--- src/fbec_regs.vh ---
// Command codes, unlock patterns and timing constants for the decoder
//
// What this block and its host do
// Host raises accel supply before accelerated command
// Accelerated command only in bypass or read
// Accelerated program skips protection unless lock set
// Accelerated command refused while secured region enabled
// Two unlocks then 20h enter fast-program mode
// Fast program: A0h then address and data
// 90h then 00h leaves fast-program mode
// Bypass 80h,10h chip erase; no suspend
// Bypass entry and program ignored when secured
// Chip erase: unlock, 80h, unlock, 10h
// Chip erase spares protected sectors, preprograms first
// Hardware reset aborts embedded operation at once
// Erase starts at last write rising edge
// Busy reported on poll, toggles and ready pin
// During erase only suspend is accepted
// After erase, array valid only after address change
// Sector erase ends 30h; address on falling edge
// Host adds sectors within 80 us each
// Sector erase starts 80 us after last write
// Host blocks interrupts while loading sectors
// Sector erase touches only selected unprotected sectors
// Suspend and resume alternate freely in sector erase; the code refuses resume while the secured region is enabled
// Word program: unlock, A0h, address and data
// Bad sequence aborts to read array unchanged
`ifndef FBEC_REGS_VH
`define FBEC_REGS_VH

// ----------------------------------------
// Unlock cycles (low address bits, data)
// ----------------------------------------
`define FBEC_UNLK_A1 12'h555
`define FBEC_UNLK_A2 12'h2aa
`define FBEC_UNLK_D1 8'haa
`define FBEC_UNLK_D2 8'h55

// ----------------------------------------
// Command codes
// ----------------------------------------
`define FBEC_CMD_BYP 8'h20
`define FBEC_CMD_PGM 8'ha0
`define FBEC_CMD_ACC 8'ha0
`define FBEC_CMD_ESET 8'h80
`define FBEC_CMD_CHIP 8'h10
`define FBEC_CMD_SECT 8'h30
`define FBEC_CMD_RESUME 8'h30
`define FBEC_CMD_SUSP 8'hb0
`define FBEC_CMD_BRST1 8'h90
`define FBEC_CMD_BRST2 8'h00
`define FBEC_CMD_RESET 8'hf0

// ----------------------------------------
// Erase phase codes
// ----------------------------------------
`define FBEC_PH_IDLE 2'h0
`define FBEC_PH_PREP 2'h1
`define FBEC_PH_ERASE 2'h2

// ----------------------------------------
// Timing
// ----------------------------------------
`define FBEC_CLK_MHZ 100
`define FBEC_SE_WIN_US 80
`define FBEC_PROG_CYC 100
`define FBEC_PREP_CYC 1000
`define FBEC_ERASE_CYC 2000

`endif

--- src/fbec_sync.v ---
// Two-stage synchroniser for asynchronous pin groups
`timescale 1ns/1ps
module fbec_sync #(
   parameter W = 1,
   parameter [W-1:0] RST = {W{1'b0}}
) (
   // Clock and reset
   input wire clk_in,
   input wire rst_in,
   // Pins and synchronised copy
   input wire [W-1:0] d_in,
   output wire [W-1:0] q_out
);
   reg [W-1:0] meta_q;
   reg [W-1:0] sync_q;

   always @(posedge clk_in) begin
      if (rst_in) begin
         meta_q <= RST;
         sync_q <= RST;
      end else begin
         meta_q <= d_in;
         sync_q <= meta_q;
      end
   end

   assign q_out = sync_q;
endmodule

--- src/fbec_decoder.v ---
// Command decoder for the fast-program, chip erase and sector erase paths
//
// Strobed register access and the register offsets are this design's own decisions.
`timescale 1ns/1ps
`include "fbec_regs.vh"
module fbec_decoder #(
   parameter ADDR_W = 20,
   parameter DATA_W = 16,
   parameter SECT_W = 5,
   parameter [15:0] SE_WIN_CYC = `FBEC_SE_WIN_US * `FBEC_CLK_MHZ,
   parameter [15:0] PROG_CYC = `FBEC_PROG_CYC,
   parameter [15:0] PREP_CYC = `FBEC_PREP_CYC,
   parameter [15:0] ERASE_CYC = `FBEC_ERASE_CYC
) (
   // Clock and reset
   input wire clk_in,
   input wire rst_in,
   // Flash bus pins
   input wire ce_n_in,
   input wire we_n_in,
   input wire oe_n_in,
   input wire hw_reset_n_in,
   input wire accel_supply_pin_in,
   input wire [ADDR_W-1:0] addr_in,
   input wire [DATA_W-1:0] data_in,
   // Internal configuration
   input wire secured_region_in,
   input wire protection_lock_bit_in,
   input wire [(1<<SECT_W)-1:0] sector_prot_in,
   // Status
   output wire ready_busy_n_out,
   output wire inverted_data_poll_bit_out,
   output wire toggle_bit_one_out,
   output wire toggle_bit_two_out,
   output wire bypass_mode_out,
   output wire erase_suspended_out,
   output wire array_valid_out,
   // Array core requests
   output reg pgm_stb_out,
   output reg [ADDR_W-1:0] pgm_addr_out,
   output reg [DATA_W-1:0] pgm_data_out,
   output reg pgm_skip_prot_out,
   output reg [1:0] erase_phase_out,
   output reg [(1<<SECT_W)-1:0] erase_mask_out
);
   localparam NS = 1 << SECT_W;

   // ----------------------------------------
   // States
   // ----------------------------------------
   localparam [3:0] S_READ = 4'h0;
   localparam [3:0] S_U1 = 4'h1;
   localparam [3:0] S_U2 = 4'h2;
   localparam [3:0] S_PSET = 4'h3;
   localparam [3:0] S_ESET = 4'h4;
   localparam [3:0] S_EU1 = 4'h5;
   localparam [3:0] S_EU2 = 4'h6;
   localparam [3:0] S_BYP = 4'h7;
   localparam [3:0] S_BPGM = 4'h8;
   localparam [3:0] S_BERS = 4'h9;
   localparam [3:0] S_BRST = 4'ha;
   localparam [3:0] S_ACC = 4'hb;
   localparam [3:0] S_SEWIN = 4'hc;
   localparam [3:0] S_PROG = 4'hd;
   localparam [3:0] S_ERASE = 4'he;
   localparam [3:0] S_SUSP = 4'hf;

   // ----------------------------------------
   // Decoding helpers
   // ----------------------------------------
   function match;
      input [ADDR_W-1:0] a;
      input [7:0] d;
      input [11:0] ea;
      input [7:0] ed;
      begin
         match = (a[11:0] == ea) && (d == ed);
      end
   endfunction

   function [SECT_W-1:0] sect_of;
      input [ADDR_W-1:0] a;
      begin
         sect_of = a[ADDR_W-1 -: SECT_W];
      end
   endfunction

   // ----------------------------------------
   // Pin synchronisers
   // ----------------------------------------
   wire [4:0] ctl_s;
   wire [ADDR_W+DATA_W-1:0] bus_s;

   fbec_sync #(.W(5), .RST(5'h0f)) u_ctl_sync (
      .clk_in(clk_in),
      .rst_in(rst_in),
      .d_in({accel_supply_pin_in, hw_reset_n_in, oe_n_in, ce_n_in,
             we_n_in}),
      .q_out(ctl_s)
   );

   fbec_sync #(.W(ADDR_W+DATA_W)) u_bus_sync (
      .clk_in(clk_in),
      .rst_in(rst_in),
      .d_in({addr_in, data_in}),
      .q_out(bus_s)
   );

   wire we_s = ctl_s[0];
   wire ce_s = ctl_s[1];
   wire oe_s = ctl_s[2];
   wire hw_rst = ~ctl_s[3];
   wire acc_hv = ctl_s[4];
   wire [ADDR_W-1:0] addr_s = bus_s[ADDR_W+DATA_W-1:DATA_W];
   wire [DATA_W-1:0] data_s = bus_s[DATA_W-1:0];

   // ----------------------------------------
   // Strobe edges
   // ----------------------------------------
   // Write is active only while both strobes are low, so the falling
   // edge is the later of the two and the rising edge the earlier one.
   wire wr_act = ~ce_s & ~we_s;
   wire rd_act = ~ce_s & ~oe_s;
   reg wr_act_q;
   reg rd_act_q;
   wire wr_fall = wr_act & ~wr_act_q;
   wire wr_rise = ~wr_act & wr_act_q;
   wire rd_fall = rd_act & ~rd_act_q;
   wire abort = rst_in | hw_rst;

   reg [3:0] state_q;
   reg [ADDR_W-1:0] wa_q;
   reg [15:0] cnt_q;
   reg byp_q;
   reg sect_mode_q;
   reg [NS-1:0] sel_q;
   reg poll_q;
   reg tog1_q;
   reg tog2_q;
   reg valid_q;
   reg rel_q;
   reg [ADDR_W-1:0] hold_q;

   wire [7:0] cmd = data_s[7:0];
   wire busy = (state_q == S_PROG) || (state_q == S_ERASE) ||
               (state_q == S_SEWIN);
   wire cnt_done = (cnt_q == 16'h0000);
   wire [SECT_W-1:0] wsect = sect_of(wa_q);
   wire u1_ok = match(wa_q, cmd, `FBEC_UNLK_A1, `FBEC_UNLK_D1);
   wire u2_ok = match(wa_q, cmd, `FBEC_UNLK_A2, `FBEC_UNLK_D2);
   wire [3:0] idle_st = byp_q ? S_BYP : S_READ;

   always @(posedge clk_in) begin
      if (rst_in) begin
         wr_act_q <= 1'b0;
         rd_act_q <= 1'b0;
         wa_q <= {ADDR_W{1'b0}};
      end else begin
         wr_act_q <= wr_act;
         rd_act_q <= rd_act;
         if (wr_fall) begin
            wa_q <= addr_s;
         end
      end
   end

   // ----------------------------------------
   // Command sequencer
   // ----------------------------------------
   always @(posedge clk_in) begin
      pgm_stb_out <= 1'b0;
      if (abort) begin
         state_q <= S_READ;
         cnt_q <= 16'h0000;
         byp_q <= 1'b0;
         sect_mode_q <= 1'b0;
         sel_q <= {NS{1'b0}};
         poll_q <= 1'b0;
         pgm_addr_out <= {ADDR_W{1'b0}};
         pgm_data_out <= {DATA_W{1'b0}};
         pgm_skip_prot_out <= 1'b0;
         erase_phase_out <= `FBEC_PH_IDLE;
         erase_mask_out <= {NS{1'b0}};
      end else begin
         case (state_q)
            S_READ: begin
               if (wr_rise) begin
                  if (acc_hv && !secured_region_in &&
                      cmd == `FBEC_CMD_ACC) begin
                     state_q <= S_ACC;
                  end else if (u1_ok) begin
                     state_q <= S_U1;
                  end else begin
                     state_q <= S_READ;
                  end
               end
            end
            S_U1: begin
               if (wr_rise) begin
                  state_q <= u2_ok ? S_U2 : S_READ;
               end
            end
            S_U2: begin
               if (wr_rise) begin
                  if (wa_q[11:0] != `FBEC_UNLK_A1) begin
                     state_q <= S_READ;
                  end else if (cmd == `FBEC_CMD_BYP) begin

                     state_q <= S_READ;
                     byp_q <= ~secured_region_in;
                     if (!secured_region_in) begin
                        state_q <= S_BYP;
                     end
                  end else if (cmd == `FBEC_CMD_PGM) begin
                     state_q <= S_PSET;
                  end else if (cmd == `FBEC_CMD_ESET) begin
                     state_q <= S_ESET;
                  end else begin
                     state_q <= S_READ;
                  end
               end
            end
            S_ESET: begin
               if (wr_rise) begin
                  state_q <= u1_ok ? S_EU1 : S_READ;
               end
            end
            S_EU1: begin
               if (wr_rise) begin
                  state_q <= u2_ok ? S_EU2 : S_READ;
               end
            end
            S_EU2: begin
               if (wr_rise) begin
                  poll_q <= 1'b0;
                  if (match(wa_q, cmd, `FBEC_UNLK_A1, `FBEC_CMD_CHIP)) begin
                     // Erase begins on this rising edge
                     state_q <= S_ERASE;
                     sect_mode_q <= 1'b0;
                     erase_mask_out <= ~sector_prot_in;
                     erase_phase_out <= `FBEC_PH_PREP;
                     cnt_q <= PREP_CYC;
                  end else if (cmd == `FBEC_CMD_SECT) begin
                     state_q <= S_SEWIN;
                     sect_mode_q <= 1'b1;
                     sel_q <= {NS{1'b0}} | ({{(NS-1){1'b0}}, 1'b1} << wsect);
                     cnt_q <= 16'h0000;
                  end else begin
                     state_q <= S_READ;
                  end
               end
            end
            S_BYP: begin
               if (wr_rise) begin
                  if (cmd == `FBEC_CMD_PGM && acc_hv &&
                      !secured_region_in) begin
                     state_q <= S_ACC;
                  end else if (cmd == `FBEC_CMD_PGM &&
                               !secured_region_in) begin
                     state_q <= S_BPGM;
                  end else if (cmd == `FBEC_CMD_ESET) begin
                     state_q <= S_BERS;
                  end else if (cmd == `FBEC_CMD_BRST1) begin
                     state_q <= S_BRST;
                  end
               end
            end
            S_BERS: begin
               if (wr_rise) begin
                  if (cmd == `FBEC_CMD_CHIP) begin
                     // No suspend: sect_mode_q stays clear
                     state_q <= S_ERASE;
                     sect_mode_q <= 1'b0;
                     poll_q <= 1'b0;
                     erase_mask_out <= ~sector_prot_in;
                     erase_phase_out <= `FBEC_PH_PREP;
                     cnt_q <= PREP_CYC;
                  end else begin
                     state_q <= S_BYP;
                  end
               end
            end
            S_BRST: begin
               if (wr_rise) begin
                  if (cmd == `FBEC_CMD_BRST2) begin
                     state_q <= S_READ;
                     byp_q <= 1'b0;
                  end else begin
                     state_q <= S_BYP;
                  end
               end
            end
            S_PSET, S_BPGM, S_ACC: begin
               if (wr_rise) begin
                  // Accelerated path bypasses protection unless lock bit set
                  if ((state_q == S_ACC && !protection_lock_bit_in) ||
                      !sector_prot_in[wsect]) begin
                     pgm_stb_out <= 1'b1;
                     pgm_addr_out <= wa_q;
                     pgm_data_out <= data_s;
                     pgm_skip_prot_out <= (state_q == S_ACC) &&
                                          !protection_lock_bit_in;
                     poll_q <= ~data_s[7];
                     cnt_q <= PROG_CYC;
                     state_q <= S_PROG;
                  end else begin
                     state_q <= idle_st;
                  end
               end
            end
            S_SEWIN: begin
               // Timer restarts on both edges of every write
               if (wr_fall || wr_act) begin
                  cnt_q <= 16'h0000;
               end else if (cnt_q == SE_WIN_CYC - 16'h0001) begin
                  state_q <= S_ERASE;
                  erase_mask_out <= sel_q & ~sector_prot_in;
                  erase_phase_out <= `FBEC_PH_PREP;
                  cnt_q <= PREP_CYC;
               end else begin
                  cnt_q <= cnt_q + 16'h0001;
               end
               if (wr_rise) begin
                  if (cmd == `FBEC_CMD_SECT) begin
                     sel_q <= sel_q | ({{(NS-1){1'b0}}, 1'b1} << wsect);
                     cnt_q <= 16'h0000;
                  end else if (cmd == `FBEC_CMD_SUSP) begin
                     state_q <= S_SUSP;
                     erase_mask_out <= sel_q & ~sector_prot_in;
                     erase_phase_out <= `FBEC_PH_PREP;
                     cnt_q <= PREP_CYC;
                  end else begin
                     state_q <= S_READ;
                     sel_q <= {NS{1'b0}};
                  end
               end
            end
            S_PROG: begin
               if (cnt_done) begin
                  state_q <= idle_st;
               end else begin
                  cnt_q <= cnt_q - 16'h0001;
               end
            end
            S_ERASE: begin
               // Suspend only in sector erase; all else ignored
               if (wr_rise && sect_mode_q && cmd == `FBEC_CMD_SUSP) begin
                  state_q <= S_SUSP;
               end else if (!cnt_done) begin
                  cnt_q <= cnt_q - 16'h0001;
               end else if (erase_phase_out == `FBEC_PH_PREP) begin
                  erase_phase_out <= `FBEC_PH_ERASE;
                  cnt_q <= ERASE_CYC;
               end else begin
                  state_q <= idle_st;
                  erase_phase_out <= `FBEC_PH_IDLE;
                  erase_mask_out <= {NS{1'b0}};
                  sel_q <= {NS{1'b0}};
                  sect_mode_q <= 1'b0;
               end
            end
            S_SUSP: begin
               if (wr_rise && cmd == `FBEC_CMD_RESUME &&
                   !secured_region_in) begin
                  state_q <= S_ERASE;
               end
            end
            default: begin
               state_q <= S_READ;
            end
         endcase
      end
   end

   // ----------------------------------------
   // Status bits and array-valid tracking
   // ----------------------------------------
   always @(posedge clk_in) begin
      if (abort) begin
         tog1_q <= 1'b0;
         tog2_q <= 1'b0;
         valid_q <= 1'b1;
         rel_q <= 1'b0;
         hold_q <= {ADDR_W{1'b0}};
      end else begin
         // Toggle one advances per read while a program or erase runs
         if (rd_fall && (state_q == S_PROG || state_q == S_ERASE)) begin
            tog1_q <= ~tog1_q;
         end
         if (rd_fall && sect_mode_q && sel_q[sect_of(addr_s)] &&
             (state_q == S_ERASE || state_q == S_SUSP)) begin
            tog2_q <= ~tog2_q;
         end
         // Data stays invalid until the address moves on
         if (state_q == S_PROG || state_q == S_ERASE) begin
            valid_q <= 1'b0;
            rel_q <= 1'b1;
            hold_q <= addr_s;
         end else if (rel_q && addr_s != hold_q) begin
            valid_q <= 1'b1;
            rel_q <= 1'b0;
         end
      end
   end

   assign ready_busy_n_out = ~busy;
   assign inverted_data_poll_bit_out = busy & poll_q;
   assign toggle_bit_one_out = tog1_q;
   assign toggle_bit_two_out = tog2_q;
   assign bypass_mode_out = byp_q;
   assign erase_suspended_out = (state_q == S_SUSP);
   assign array_valid_out = valid_q & ~busy;
endmodule

--- config.mk ---
export PLATFORM = sky130hd
export DESIGN_NAME = fbec_decoder
export DESIGN_NICKNAME = d
export VERILOG_FILES = /design/src/fbec_sync.v /design/src/fbec_decoder.v
export VERILOG_INCLUDE_DIRS = /design/src
export SDC_FILE = /design/constraint.sdc
export NUM_CORES = 1
export LEC_CHECK = 0
export BUFFER_PORTS_ARGS = -buffer_cell sky130_fd_sc_hd__buf_2
export CELL_PAD_IN_SITES_DETAIL_PLACEMENT = 2
export CELL_PAD_IN_SITES_GLOBAL_PLACEMENT = 2
export CORE_ASPECT_RATIO = 1.4
export CORE_UTILIZATION = 36
export CTS_BUF_LIST = sky130_fd_sc_hd__clkbuf_4
export DETAILED_ROUTE_END_ITERATION = 16
export PLACE_DENSITY = 0.92
export REMOVE_ABC_BUFFERS = 1
export SYNTH_ARGS = -nofsm -noshare
export SYNTH_HDL_FRONTEND = slang
export SYNTH_HIERARCHICAL = 1
export SYNTH_SLANG_ARGS = --single-unit
--- constraint.sdc ---
create_clock -name clk_in -period 3.1 [get_ports clk_in]
set_clock_uncertainty 0.1 [all_clocks]
set_input_delay 0.155 -clock clk_in [delete_from_list [all_inputs] [get_ports clk_in]]
set_output_delay 0.155 -clock clk_in [all_outputs]
set_load 0.01 [all_outputs]
==> results.json <==
{
  "max_freq_mhz": 268,
  "grt_max_degree": 105,
  "io_buffers": 155,
  "hold_depth": 3,
  "grt_usage_pct": 44.2,
  "synth-seq-cells": 255,
  "avgSynthCellArea_um2": 8.92,
  "tns_ns": -17.44,
  "placementRows": 76,
  "cts_buffer_depth": 3,
  "vias_per_cell": 6.96,
  "fp.dieArea_um2": 32100,
  "ys_seq_area_share_pct": 45.2,
  "fin_crit_sh_pct": 121,
  "p_total_w": 0.00736,
  "area_growth_pct": 30.8,
  "drv_slew": 0,
  "antenna_left": 0,
  "cp-end-kind": "flop",
  "synth_edf_count": 0,
  "seqCellArea_um2": 5120,
  "yosys_warnings": 6,
  "first_pass_iters": 6,
  "ys_types": 84,
  "synth_area_um2": 11300,
  "crit_fanout": 28,
  "gp_congestion": 0.941,
  "ir_drop_mv": 0.571,
  "layout-drive-gt1-share_pct": 27.7,
  "status": "complete, but fails checks",
  "clk_latency_ns": 0.79,
  "drtIter0Drc": 1493,
  "nFillCells": 3272,
  "hp-class": "in2reg",
  "rr_endpoint": "pgm_addr_out[7]",
  "root_buffer": "clkbuf_4",
  "tritoncts": "yes",
  "synthFlopType": "dfxtp_1",
  "worstPathArrival_ns": 4.21,
  "cts_sinks": 255,
  "die_w_um": 152,
  "drc": 0,
  "critPathLaunch": "wa_q[15]",
  "final-setup-viol-count": 108,
  "r2r_start": "wa_q[15]",
  "rsz0062_at_grt": "true",
  "wl_per_cell_um": 40.3,
  "multiInputGateArea_um2": 6050,
  "synth.top_cell.area_share_pct": 45.2,
  "fin_ws_ns": -0.636,
  "syn_inst": 1267,
  "grt_pass1_vias": 14700,
  "stdcell_count": 1997,
  "period_minus_slack_ns": 3.74,
  "synth_area_leader_cell": "dfxtp_1",
  "start_util_pct": 36.7,
  "antenna_found_initial": 8,
  "grt_overflow": 0,
  "grt_pass1_wl_um": 101000,
  "crit_path_end": "pgm_addr_out[7]",
  "maxSlewHeadroom_pct": 16.2,
  "boundaryPins": 156,
  "rr_worst_depth": 8,
  "placed_cells": 1799,
  "path_class": "reg2reg",
  "worst_slew_pin_slew_ns": 1.26,
  "hold_viol_final": 0,
  "violations": "negative setup slack",
  "num_vias": 13900,
  "routed_wl_um": 80400,
  "path_clk_slew_ns": 0.10,
  "r2r_slack_ns": -0.64,
  "design.core.area_um2": 30800,
  "h-tree-depth": 3,
  "synthArstFlopShare_pct": 0,
  "required_ns": 3.57,
  "finalNetCount": 1643,
  "die_h_um": 212,
  "p_leak_nw": 5.66,
  "p_per_area_nw_per_um2": 498,
  "cts_buffers": 66,
  "dpl.hpwl_um": 34300,
  "worst_setup_path_start_kind": "flop",
  "cap_violations": 0,
  "synth_area_leaders": "dfxtp_1, nand2_1, nor2b_1, a21oi_1, mux4_2"
}
metrics by stage:
| step | setup WS (ns) | cell area, um2 | util, % | hold WS (ns) |
|---|---|---|---|---|
| floorplan | -1.16 | 10800 | - | 0.124 |
| global placement | 0.138 | 12700 | 41.3 | 0.234 |
| detailed placement | -0.0991 | 12700 | 41.3 | 0.239 |
| CTS | 0.00970 | 14500 | 47.0 | 0.0152 |
| global route | -0.720 | 14800 | 47.9 | 0.0797 |
| finish | -0.636 | 14800 | 48.0 | 0.0784 |
flip-flops by register name, summed over array words and instances (netlist names), 4 cells and up:
register	flops
cnt_q	16
pgm_addr_out	20
wa_q	20
hold_q	20
u_ctl_sync/q_out	5
u_bus_sync/meta_q	36
u_ctl_sync/meta_q	5
pgm_data_out	16
u_bus_sync/q_out	36
state_q	4
sel_q	32
erase_mask_out	32
what timing repair did:
action	CTS	global route
resized for setup	24	49
endpoints found under the hold margin	78	0
endpoints found under the setup margin	111	124
hold buffers	76	0
cloned	2	2
pin swaps	4	13
buffers inserted	3	4
cell usage after synthesis, types with 13 or more instances:
library cell    n
nor2_1         80
nand3_1        64
nor3_1         18
nor4_1         16
o2bb2ai_1      33
nor2b_1        89
buf_2          18
dfxtp_1       255
xor2_1         15
nand2b_1       13
a22o_1         34
a21oi_1       107
xnor2_1        19
nand2_1       161
buf_6          15
clkbuf_1       51
mux4_2         15
o21ai_0        62
logic make-up after synthesis:
group	after synthesis	share of synthesized area [%]
mux	26	3.97
simple gates	526	24.4
xor+xnor	34	2.63
flops	255	45.2
fa+ha+maj	2	0.221
compound gates	317	18.7
buf+inv	107	4.85
layer usage:
layer | GRT usage [%] | vias up | share of wire [%]
met5 | 0.968 | - | 0.091
met4 | 43.2 | 8 | 12
met3 | 12.5 | 727 | 11
met2 | 73.5 | 1389 | 46
met1 | 43.0 | 6635 | 30
li1 | - | 5138 | -
critical path, stage by stage, from the launching register on:
cell     delay (ns)
dfxtp_4        0.48
mux4_2         0.65
mux2i_4        0.27
o22ai_1        0.23
o22ai_4        0.37
buf_4          0.21
nand3_2        0.10
buf_4          0.30
o21ai_0        0.81
layout make-up:
type	count	area share (%)
multi-input cells	909	40.9
flip-flops and latches	255	34.6
repair buffers	321	15.2
clock buffers	91	4.62
well taps	390	3.30
clock inverters	15	0.940
inverters	11	0.279
diodes	5	0.0847
report_power, final:
| part | total (W) | switching [W] | internal [W] |
|---|---|---|---|
| clock network | 0.00350 | 0.00190 | 0.00160 |
| logic | 0.000486 | 0.000296 | 0.000189 |
| registers | 0.00338 | 0.0000548 | 0.00332 |
worst min path at each step:
stage / endpoint / slack [ns] / start
finish: u_ctl_sync/meta_q[1] / 0.08 / ce_n_in
CTS: u_ctl_sync/meta_q[1] / 0.02 / ce_n_in
global placement: u_ctl_sync/meta_q[0] / 0.23 / we_n_in
detailed placement: u_ctl_sync/meta_q[1] / 0.24 / ce_n_in
floorplan: wa_q[0] / 0.12 / rst_in
global route: u_ctl_sync/meta_q[1] / 0.08 / ce_n_in
layout by cell type (no fill, tap or decap), types with 61 or more instances in the layout:
master	count
dfxtp_1	248
nand2_1	154
buf_2	154
a21oi_1	106
clkbuf_4	91
nor2b_1	86
buf_4	86
nor2_1	78
dlygate4sd3_1	76
o21ai_0	61
No activity file was read; power rests on OpenSTA's default activity.
